[src/shared/conv_ctrl_pkg.sv]
// Package with register map, field layouts, reset values and timing constants.
package conv_ctrl_pkg;

	// Register byte addresses.
	localparam logic [11:0] CFG_ADDR    = 12'h000;
	localparam logic [11:0] RATE_ADDR   = 12'h004;
	localparam logic [11:0] CTRL_ADDR   = 12'h008;
	localparam logic [11:0] STATUS_ADDR = 12'h00c;
	localparam logic [11:0] RESULT_ADDR = 12'h010;

	// Configuration and control register field positions.
	localparam int GAIN_LSB     = 0;
	localparam int BYPASS_BIT   = 3;
	localparam int MUX_LSB      = 4;
	localparam int VREF_LSB     = 8;
	localparam int TURBO_BIT    = 10;
	localparam int CTRL_START   = 0;
	localparam int CTRL_PDOWN   = 1;

	// Reset values and the internal reference code.
	localparam logic [2:0] GAIN_RST  = 3'h0;
	localparam logic [3:0] MUX_RST   = 4'h0;
	localparam logic [1:0] VREF_RST  = 2'h0;
	localparam logic [1:0] VREF_INT  = 2'h0;
	localparam logic [15:0] RATE_RST = 16'h0100;

	// Gain codes and forced-bypass mux range.
	localparam logic [2:0] GAIN_CODE_4 = 3'h2;
	localparam logic [3:0] MUX_SE_LO   = 4'h8;
	localparam logic [3:0] MUX_SE_HI   = 4'hb;

	// Clock rates and derived cycle counts.
	localparam int PCLK_KHZ      = 250000;
	localparam int OSC_NORM_KHZ  = 1024;
	localparam int OSC_TURBO_KHZ = 2048;
	localparam int MOD_DIV       = 4;
	localparam int REF_SETTLE_US = 25;
	localparam int REF_SETTLE_CYC = (REF_SETTLE_US * PCLK_KHZ + 999) / 1000;
	// Phase added per pclk cycle, as a 0.32 fraction of one oscillator period.
	// The tick spacing jitters by one pclk cycle, and the truncated step leaves the average rate slightly low.
	localparam logic [31:0] NORM_STEP  = 32'((64'(OSC_NORM_KHZ) << 32) / PCLK_KHZ);
	localparam logic [31:0] TURBO_STEP = 32'((64'(OSC_TURBO_KHZ) << 32) / PCLK_KHZ);

endpackage : conv_ctrl_pkg

[src/core/conv_ctrl.sv]
// Gain, bypass, reference and modulator clock control for the converter core.
`timescale 1ns/1ps

module conv_ctrl #(
	parameter int REF_SETTLE = conv_ctrl_pkg::REF_SETTLE_CYC
) (
	input  wire logic        pclk,
	input  wire logic        presetn,
	input  wire logic        psel,
	input  wire logic        penable,
	input  wire logic        pwrite,
	input  wire logic [11:0] paddr,
	input  wire logic [31:0] pwdata,
	input  wire logic [3:0]  pstrb,
	output logic      [31:0] prdata,
	output logic             pready,
	output logic             pslverr,
	output logic             amp_enable,
	output logic [2:0]       amp_gain_code,
	output logic [2:0]       cap_gain_code,
	output logic [3:0]       input_select_field,
	output logic [1:0]       vref_select,
	output logic             osc_tick,
	output logic             modulator_clock,
	output logic             conv_done
);

	logic [2:0]  gain_q;
	logic        amp_bypass_bit_q;
	logic [3:0]  mux_q;
	logic [1:0]  vref_q;
	logic        turbo_q;
	logic        pdown_q;
	logic [15:0] rate_q;
	logic        busy_q;
	logic        start_q;
	logic [15:0] result_q;
	logic        done_sticky_q;
	logic [31:0] phase_q;
	logic [1:0]  mod_cnt_q;
	logic [15:0] dec_cnt_q;
	logic [31:0] acc_q;
	logic [31:0] settle_q;
	logic [31:0] prdata_d;

	// Access decode; every access takes exactly one wait state.
	wire access   = psel && penable;
	wire wr       = access && pwrite && pstrb[0];
	wire hit_cfg  = paddr == conv_ctrl_pkg::CFG_ADDR;
	wire hit_rate = paddr == conv_ctrl_pkg::RATE_ADDR;
	wire hit_ctrl = paddr == conv_ctrl_pkg::CTRL_ADDR;
	wire hit_stat = paddr == conv_ctrl_pkg::STATUS_ADDR;
	wire hit_res  = paddr == conv_ctrl_pkg::RESULT_ADDR;
	wire mapped   = hit_cfg || hit_rate || hit_ctrl || hit_stat || hit_res;

	// Bypass and gain resolution; forced bypass clamps the gain code.
	wire forced_bypass = (mux_q >= conv_ctrl_pkg::MUX_SE_LO) &&
	                     (mux_q <= conv_ctrl_pkg::MUX_SE_HI);
	wire low_gain      = gain_q <= conv_ctrl_pkg::GAIN_CODE_4;
	wire bypass        = forced_bypass || (amp_bypass_bit_q && low_gain);
	wire [2:0] eff_gain = (forced_bypass && !low_gain) ? conv_ctrl_pkg::GAIN_CODE_4 : gain_q;
	// Above gain 4 the capacitor stage stays at 4 and the amplifier supplies the rest.
	wire [2:0] amp_code = low_gain ? 3'h0 : 3'(eff_gain - conv_ctrl_pkg::GAIN_CODE_4);
	wire [2:0] cap_code = low_gain ? eff_gain : conv_ctrl_pkg::GAIN_CODE_4;

	// Oscillator tick from a phase accumulator; step follows the mode bit.
	wire [31:0] step  = turbo_q ? conv_ctrl_pkg::TURBO_STEP : conv_ctrl_pkg::NORM_STEP;
	wire [32:0] phsum = {1'b0, phase_q} + {1'b0, step};
	wire        tick  = phsum[32];
	wire        ref_ready = (settle_q == 32'h0);
	wire        mod_edge  = tick && (mod_cnt_q == 2'h3);
	wire        last_bit  = mod_edge && (dec_cnt_q == 16'h1);

	// Read mux for the register file.
	assign prdata_d = hit_cfg  ? {21'h0, turbo_q, vref_q, mux_q, amp_bypass_bit_q, gain_q} :
	                  hit_rate ? {16'h0, rate_q} :
	                  hit_ctrl ? {30'h0, pdown_q, 1'b0} :
	                  hit_stat ? {28'h0, bypass, ref_ready, busy_q, done_sticky_q} :
	                  hit_res  ? {16'h0, result_q} : 32'h0;

	// Bus answer, registered so pready stands for the single access cycle.
	always_ff @(posedge pclk or negedge presetn) begin
		if (!presetn) begin
			pready  <= 1'b0;
			pslverr <= 1'b0;
			prdata  <= 32'h0;
		end else begin
			pready  <= access && !pready;
			pslverr <= access && !pready && !mapped;
			prdata  <= (access && !pready && !pwrite) ? prdata_d : 32'h0;
		end
	end

	// Configuration fields; writes take effect on the completing edge.
	always_ff @(posedge pclk or negedge presetn) begin
		if (!presetn) begin
			gain_q           <= conv_ctrl_pkg::GAIN_RST;
			amp_bypass_bit_q <= 1'b0;
			mux_q            <= conv_ctrl_pkg::MUX_RST;
			vref_q           <= conv_ctrl_pkg::VREF_RST;
			turbo_q          <= 1'b0;
			rate_q           <= conv_ctrl_pkg::RATE_RST;
			pdown_q          <= 1'b0;
		end else if (wr && pready) begin
			if (hit_cfg) begin
				gain_q           <= pwdata[conv_ctrl_pkg::GAIN_LSB +: 3];
				amp_bypass_bit_q <= pwdata[conv_ctrl_pkg::BYPASS_BIT];
				mux_q            <= pwdata[conv_ctrl_pkg::MUX_LSB +: 4];
				vref_q           <= pwdata[conv_ctrl_pkg::VREF_LSB +: 2];
				turbo_q          <= pwdata[conv_ctrl_pkg::TURBO_BIT];
			end
			if (hit_rate && pwdata[15:0] != 16'h0)
				rate_q <= pwdata[15:0];
			if (hit_ctrl)
				pdown_q <= pwdata[conv_ctrl_pkg::CTRL_PDOWN];
		end
	end

	// Events decoded on the completing edge of a write.
	wire start_req = wr && pready && hit_ctrl && pwdata[conv_ctrl_pkg::CTRL_START];
	wire to_int    = wr && pready && hit_cfg &&
	                 pwdata[conv_ctrl_pkg::VREF_LSB +: 2] == conv_ctrl_pkg::VREF_INT &&
	                 vref_q != conv_ctrl_pkg::VREF_INT;
	wire pd_exit   = wr && pready && hit_ctrl && pdown_q && !pwdata[conv_ctrl_pkg::CTRL_PDOWN];

	// Reference settling timer, restarted on power-down exit or switch to internal.
	always_ff @(posedge pclk or negedge presetn) begin
		if (!presetn)
			settle_q <= 32'(REF_SETTLE);
		else if (to_int || pd_exit)
			settle_q <= 32'(REF_SETTLE);
		else if (settle_q != 32'h0)
			settle_q <= settle_q - 32'h1;
	end

	// Oscillator phase and divide-by-four modulator counter.
	always_ff @(posedge pclk or negedge presetn) begin
		if (!presetn) begin
			phase_q   <= 32'h0;
			mod_cnt_q <= 2'h0;
			osc_tick  <= 1'b0;
			modulator_clock <= 1'b0;
		end else begin
			phase_q  <= phsum[31:0];
			osc_tick <= tick;
			if (tick)
				mod_cnt_q <= mod_cnt_q + 2'h1;
			modulator_clock <= mod_cnt_q[1];
		end
	end

	// Conversion: start waits for the reference, then runs until the rate_q-th modulator edge.
	always_ff @(posedge pclk or negedge presetn) begin
		if (!presetn) begin
			start_q       <= 1'b0;
			busy_q        <= 1'b0;
			dec_cnt_q     <= 16'h0;
			acc_q         <= 32'h0;
			result_q      <= 16'h0;
			conv_done     <= 1'b0;
			done_sticky_q <= 1'b0;
		end else begin
			conv_done <= last_bit && busy_q;
			if (start_req && !pdown_q)
				start_q <= 1'b1;
			if (start_q && ref_ready && !busy_q) begin
				start_q   <= 1'b0;
				busy_q    <= 1'b1;
				dec_cnt_q <= rate_q;
				acc_q     <= 32'h0;
			end else if (busy_q && mod_edge) begin
				acc_q     <= acc_q + {29'h0, eff_gain};
				dec_cnt_q <= dec_cnt_q - 16'h1;
				if (last_bit) begin
					busy_q   <= 1'b0;
					result_q <= acc_q[15:0];
				end
			end
			// Completion wins over a read-clear in the same cycle.
			if (busy_q && last_bit)
				done_sticky_q <= 1'b1;
			else if (access && !pready && !pwrite && hit_stat)
				done_sticky_q <= 1'b0;
		end
	end

	// Analog control outputs, registered.
	always_ff @(posedge pclk or negedge presetn) begin
		if (!presetn) begin
			amp_enable         <= 1'b1;
			amp_gain_code      <= 3'h0;
			cap_gain_code      <= 3'h0;
			input_select_field <= conv_ctrl_pkg::MUX_RST;
			vref_select        <= conv_ctrl_pkg::VREF_RST;
		end else begin
			amp_enable         <= !bypass && !pdown_q;
			amp_gain_code      <= amp_code;
			cap_gain_code      <= cap_code;
			input_select_field <= mux_q;
			vref_select        <= vref_q;
		end
	end

	// Forced bypass must disable the amplifier on the next edge.
	property p_forced_bypass;
		@(posedge pclk) disable iff (!presetn) forced_bypass |=> !amp_enable;
	endproperty
	a_forced_bypass: assert property (p_forced_bypass) else $error("Amp on under forced mux");

	property p_bit_bypass;
		@(posedge pclk) disable iff (!presetn) (amp_bypass_bit_q && gain_q <= 3'h2) |=> !amp_enable;
	endproperty
	a_bit_bypass: assert property (p_bit_bypass) else $error("Amp on with bypass bit");

	property p_clamp;
		@(posedge pclk) disable iff (!presetn)
			(forced_bypass && gain_q > 3'h2) |=> (cap_gain_code == 3'h2 && amp_gain_code == 3'h0);
	endproperty
	a_clamp: assert property (p_clamp) else $error("Gain not clamped to four");

	property p_high_gain;
		@(posedge pclk) disable iff (!presetn)
			(!forced_bypass && gain_q > 3'h2) |=> (cap_gain_code == 3'h2 && amp_gain_code != 3'h0);
	endproperty
	a_high_gain: assert property (p_high_gain) else $error("High gain split wrong");

	property p_mod_div;
		@(posedge pclk) disable iff (!presetn) (tick && mod_cnt_q == 2'h1) |=> mod_cnt_q == 2'h2;
	endproperty
	a_mod_div: assert property (p_mod_div) else $error("Modulator divider skipped");

	property p_settle;
		@(posedge pclk) disable iff (!presetn) (to_int || pd_exit) |=> !ref_ready;
	endproperty
	a_settle: assert property (p_settle) else $error("Reference ready too early");

	property p_no_start;
		@(posedge pclk) disable iff (!presetn) (!ref_ready && !busy_q) |=> !busy_q;
	endproperty
	a_no_start: assert property (p_no_start) else $error("Started before settle");

	property p_done;
		@(posedge pclk) disable iff (!presetn) (busy_q && last_bit) |=> (conv_done && !busy_q);
	endproperty
	a_done: assert property (p_done) else $error("Conversion end not flagged");

	property p_vref;
		@(posedge pclk) disable iff (!presetn) $rose(presetn) |-> vref_q == 2'h0;
	endproperty
	a_vref: assert property (p_vref) else $error("Reference reset not internal");

endmodule : conv_ctrl

[config.mk]
export PLATFORM = sky130hd
export DESIGN_NAME = conv_ctrl
export DESIGN_NICKNAME = d
export VERILOG_FILES = /design/src/shared/conv_ctrl_pkg.sv /design/src/core/conv_ctrl.sv
export SDC_FILE = /design/constraint.sdc
export NUM_CORES = 1
export LEC_CHECK = 0
export BUFFER_PORTS_ARGS = -buffer_cell sky130_fd_sc_hd__buf_2
export CAP_MARGIN = 10
export CELL_PAD_IN_SITES_DETAIL_PLACEMENT = 1
export CELL_PAD_IN_SITES_GLOBAL_PLACEMENT = 2
export CORE_ASPECT_RATIO = 1.1
export CORE_MARGIN = 10
export CORE_UTILIZATION = 41
export CTS_BUF_LIST = sky130_fd_sc_hd__clkbuf_16
export DETAILED_ROUTE_END_ITERATION = 8
export GPL_TIMING_DRIVEN = 0
export PLACE_DENSITY = 0.95
export SETUP_SLACK_MARGIN = 0.5
export SYNTH_ARGS = -nofsm -noshare
export SYNTH_HDL_FRONTEND = slang
export SYNTH_SLANG_ARGS = --single-unit
export TNS_END_PERCENT = 1
[constraint.sdc]
create_clock -name pclk -period 5.1 [get_ports pclk]
set_input_delay 0.765 -clock pclk [delete_from_list [all_inputs] [get_ports pclk]]
set_output_delay 0.765 -clock pclk [all_outputs]
set_load 0.02 [all_outputs]
After elaboration in Yosys (flattened, before gate mapping):

Cells that the tools add are included.

* bits in registers: 195
* latch bits: 0
* memory bits (writable): 0
* bits in read-only memories: 0
* input port bits: 53
* output and inout bits: 50
* logic and storage cells: 123
* memories: 0

* $add $sub $neg: 6
* multipliers: 0
* divide/modulo/power cells: 0
* $lt $le $gt $ge: 3
* eq/ne operators: 6
* shift operators: 0
* muxes and demuxes: 23
* bitwise operators: 1
* reduce and logical (&&, ||, !) cells: 57

Operator list (count)
* 16-bit two-way mux: 8
* 32-bit two-way mux: 4
* 32-bit by 26-bit adder with 33-bit output: 1
* 32-bit by 3-bit adder with 32-bit output: 1
* 32-bit logical NOT: 1
* 32-bit nonzero test: 1
* 32-bit by 1-bit subtractor with 32-bit output, second input constant: 1
* 1-bit logical AND: 27
* 26-bit two-way mux: 1
* 12-bit by 4-bit == test with 1-bit output, second input constant: 2
* 16-bit by 1-bit == test with 1-bit output, second input constant: 1
* 16-bit nonzero test: 1
* 16-bit by 1-bit subtractor with 16-bit output, second input constant: 1
* 12-bit by 3-bit == test with 1-bit output, second input constant: 1
* 12-bit by 5-bit == test with 1-bit output, second input constant: 1
* 12-bit logical NOT: 1
* 2-bit nonzero test: 6
* 3-bit two-way mux: 3
* 1-bit logical NOT: 8
* 2-bit AND reduction: 4
* 1-bit two-way mux: 7
* 1-bit logical OR: 6
* 4-bit >= comparator, second input constant: 1
* 4-bit less-or-equal comparator, second input constant: 1
* 7 further kinds: 7

Logic depth before layout (Yosys ltp):

* word-level depth: 9
* mapped depth: 11
* gate-level depth less buffers: 10

Worst setup path after synthesis:

No wires, ideal clock.

* path type: register -> register
* start: reg turbo_q
* end: reg phase_q[29]
* setup time: 0.126 ns
* arrival: 2.699 ns
* data required time: 4.974 ns
* path slack: 2.275 ns
* cell stages (with the launch flop): 11
* path buffers: 0
* period minus slack after synthesis: 2.825 ns
* cell sequence: dfrtp_1 > inv_1 > ha_1 > fa_1 > a21oi_1 > a21oi_1 > o21ai_0 > o21ai_0 > a41oi_1 > nor2_1 > xor2_1

* word-level cells in the longest chain between the ends: 2

RTL lines
* start: declaration: line conv_ctrl.sv:32 `logic turbo_q;`
* start signal: assignment: line conv_ctrl.sv:110 `turbo_q <= pwdata[conv_ctrl_pkg::TURBO_BIT];`
* 26-bit two-way mux: line conv_ctrl.sv:67 `wire [31:0] step = turbo_q ? conv_ctrl_pkg::TURBO_STEP : conv_ctrl_pkg::NORM_STEP;`
* 32-bit by 26-bit adder with 33-bit output: line conv_ctrl.sv:68 `wire [32:0] phsum = {1'b0, phase_q} + {1'b0, step};`
* net phsum[29]: line conv_ctrl.sv:68
* end signal: assignment: line conv_ctrl.sv:144 `phase_q <= phsum[31:0];`
* end: declaration: line conv_ctrl.sv:39 `logic [31:0] phase_q;`

The timed path passes the listed nets, and every way through them passes these cells.
A chain may end at the register's enable or synchronous reset.

Worst setup path after layout:

Ends and elaborated chain as after synthesis.

==> reports/metrics.csv <==
metric,value,unit
path_max_fanout,9,
antenna_left,0,
postPlaceCellArea,9490,sq um
skew,19.3,ps
rows,55,
grt_usage,0.168,
fin_crit_sh,0.775,
min_period,3950,ps
clkTransAtPathRegs,70,ps
die_y,173,microns
grt_util_met3,0.0295,
viasPerCell,5.36,
die_w,159,microns
antennaDiodeCount,0,
synth_top_area_frac,0.489,
grt-busiest-layer,met2,
start_util,0.420,
worst_slew_pin_slew,1140,ps
grt_overflow_total,0,
antenna_found_initial,0,
hold_viol,0,
grtUsageMet1,0.204,
synth-edff-count,0,
hold_class,in -> async,
ys_ff_latch,178,
netlist_instances,803,
slew_headroom,0.237,
seq_area_frac_synth,0.513,
cp-start-kind,flip-flop,
firstDrtPassIters,5,
synth.distinct_cells,72,
drc,0,
drt-initial-drc-count,410,
cts_hold_buf,0,
ctsResizeCount,0,
synthTopCellsByArea,"dfrtp_1 49%, mux2_2 6.6%, xor2_1 3.9%",
vias,6458,
setup_viol,0,
cts-root-buf,clkbuf_16,
r2r_cells,10,
critical_path_class,reg -> reg,
dpl.hpwl,16600,microns
async_flop_share,1.00,
finalSetupTns,0,ps
routabilityCongestion,0.798,
dieArea,27400,sq um
finish.net_count,982,
io_buffer_count,67,
drv_cap,0,
critPathArrivalTime,4260,ps
clk_path_buf_depth,2,
slew_viol_final,0,
htree_levels,4,
power.leakage,0.00456,uW
grt_pass1_vias,6962,
required,5410,ps
clock_latency,440,ps
syn_area,8700,sq um
cts_made_buffers,17,
post_cts_buffers,0,
synth_top_area_cell,dfrtp_1,
synth_flop_cell,dfrtp_1,
rsz0062_at_grt,false,
cts_tree,built,
fp.coreArea,20700,sq um
area_delta_synth_final,16.1,%
vdd_drop_max,0.266,mV
fmax,0.253,GHz
final_area,10100,sq um
grt_max_degree,123,
avgSynthCellArea,10.8,sq um
p_per_area,357,nW/um^2
ys_warn_count,0,
total_power,3610,uW
status,"complete, no violations",
grtUsageMet2,0.290,
worstSetupEndpointType,flip-flop,
drive_gt1_frac,0.220,
wl_per_cell,19.3,microns
io_pins,103,
clock-sinks,178,
wirelength,23200,microns
grt_pass1_wl,37800,microns
logic make-up after synthesis:
group,after synthesis,share of synthesized area
buf+inv,56,0.0350
xor+xnor,65,0.0655
other cells,1,0.000431
fa+ha+maj,23,0.0348
mux,51,0.0660
compound gates,138,0.112
flops,178,0.513
simple gates,291,0.173
placed cells by master, fill, tap and decap left out, types with 10 or more instances in the layout:
| cell | synthesis | final |
|---|---|---|
| nor2_1 | 85 | 85 |
| conb_1 | 1 | 17 |
| nor2b_1 | 11 | 11 |
| nor4_1 | 12 | 12 |
| clkbuf_1 | 13 | 13 |
| mux2_2 | 51 | 51 |
| buf_4 | 16 | 16 |
| nand2_1 | 59 | 59 |
| nor3_1 | 21 | 21 |
| buf_2 | 6 | 72 |
| nand2b_1 | 12 | 12 |
| or3_1 | 11 | 11 |
| and3_1 | 10 | 10 |
| o2111ai_1 | 11 | 11 |
| xnor2_1 | 26 | 26 |
| xor2_1 | 39 | 39 |
| ha_1 | 21 | 21 |
| inv_1 | 15 | 15 |
| o21ai_0 | 31 | 31 |
| a21oi_1 | 28 | 28 |
| nand3_1 | 23 | 23 |
| dfrtp_1 | 170 | 170 |
| clkbuf_16 | 0 | 17 |
synthesized netlist by cell type, types with 7 or more instances:
cell type,instances
dfrtp_1,170
nand2b_1,12
nand4_1,9
o2111ai_1,11
or3_1,11
a21oi_1,28
and3_1,10
buf_4,16
and2_1,8
xnor2_1,26
nor3_1,21
o21ai_0,31
a32oi_1,7
nand2_1,59
inv_1,15
a22oi_1,7
nor4_1,12
xor2_1,39
nor2b_1,11
o211ai_1,8
mux2_2,51
ha_1,21
o21a_1,8
clkbuf_1,13
nand3_1,23
nor2_1,85
dfstp_2,8
critical path, cell delays in order (launching register included):
cell	delay, ps
dfrtp_1	660
inv_1	370
ha_1	330
fa_1	410
a21oi_1	280
a21oi_1	190
o21ai_0	490
o21ai_0	380
a41oi_1	460
nor2_1	90
xor2_1	150
layout make-up:
class | instances | area [sq um]
fill | 2308 | 10600
sequential | 178 | 4460
multi-input combinational | 585 | 3990
clock buffer | 17 | 425
timing repair buffer | 68 | 373
tap | 285 | 357
buffer | 41 | 248
clock inverter | 15 | 185
inverter | 15 | 56.3
flip-flops by register name (all words and copies together), names as in the netlist, 2 cells and up:
name	count
acc_q	16
amp_gain_code	3
cap_gain_code	3
dec_cnt_q	16
gain_q	3
input_select_field	4
mod_cnt_q	2
mux_q	4
phase_q	31
prdata	16
rate_q	16
result_q	16
settle_q	32
vref_q	2
vref_select	2
stage by stage:
step,hold slack [ps],utilization,instances,setup slack [ps]
floorplan,365,-,819,2280
global placement,387,0.456,1171,273
detailed placement,387,0.458,1172,1130
CTS,269,0.487,1204,1110
global route,284,0.487,1204,828
finish,252,0.487,1204,1150
metal layers:
layer,vias up,share of wire
met2,90,0.52
met3,28,0.026
met4,0,0.021
met1,3301,0.44
li1,3039,-
met5,-,0
where the power goes:
part	total, uW	leakage [uW]	switching, uW	internal (uW)
Clock	1320	0.000296	660	665
Combinational	643	0.00201	377	266
Sequential	1640	0.00226	103	1540
worst paths after layout:
check,startpoint,end,slack (ps)
setup / recovery,turbo_q$_DFFE_PN0P_,phase_q[29]$_DFF_PN0_,1150
hold / removal,presetn,phase_q[6]$_DFF_PN0_,250
min in group pclk,mux_q[1]$_DFFE_PN0P_,input_select_field[1]$_DFF_PN0_,400
max in group asynchronous,presetn,settle_q[29]$_DFFE_PN0P_,3910
setup reg to reg,turbo_q$_DFFE_PN0P_,phase_q[29]$_DFF_PN0_,1150
hold reg to reg,mux_q[1]$_DFFE_PN0P_,input_select_field[1]$_DFF_PN0_,400
Note: power is estimated with default switching activity, not from simulation.
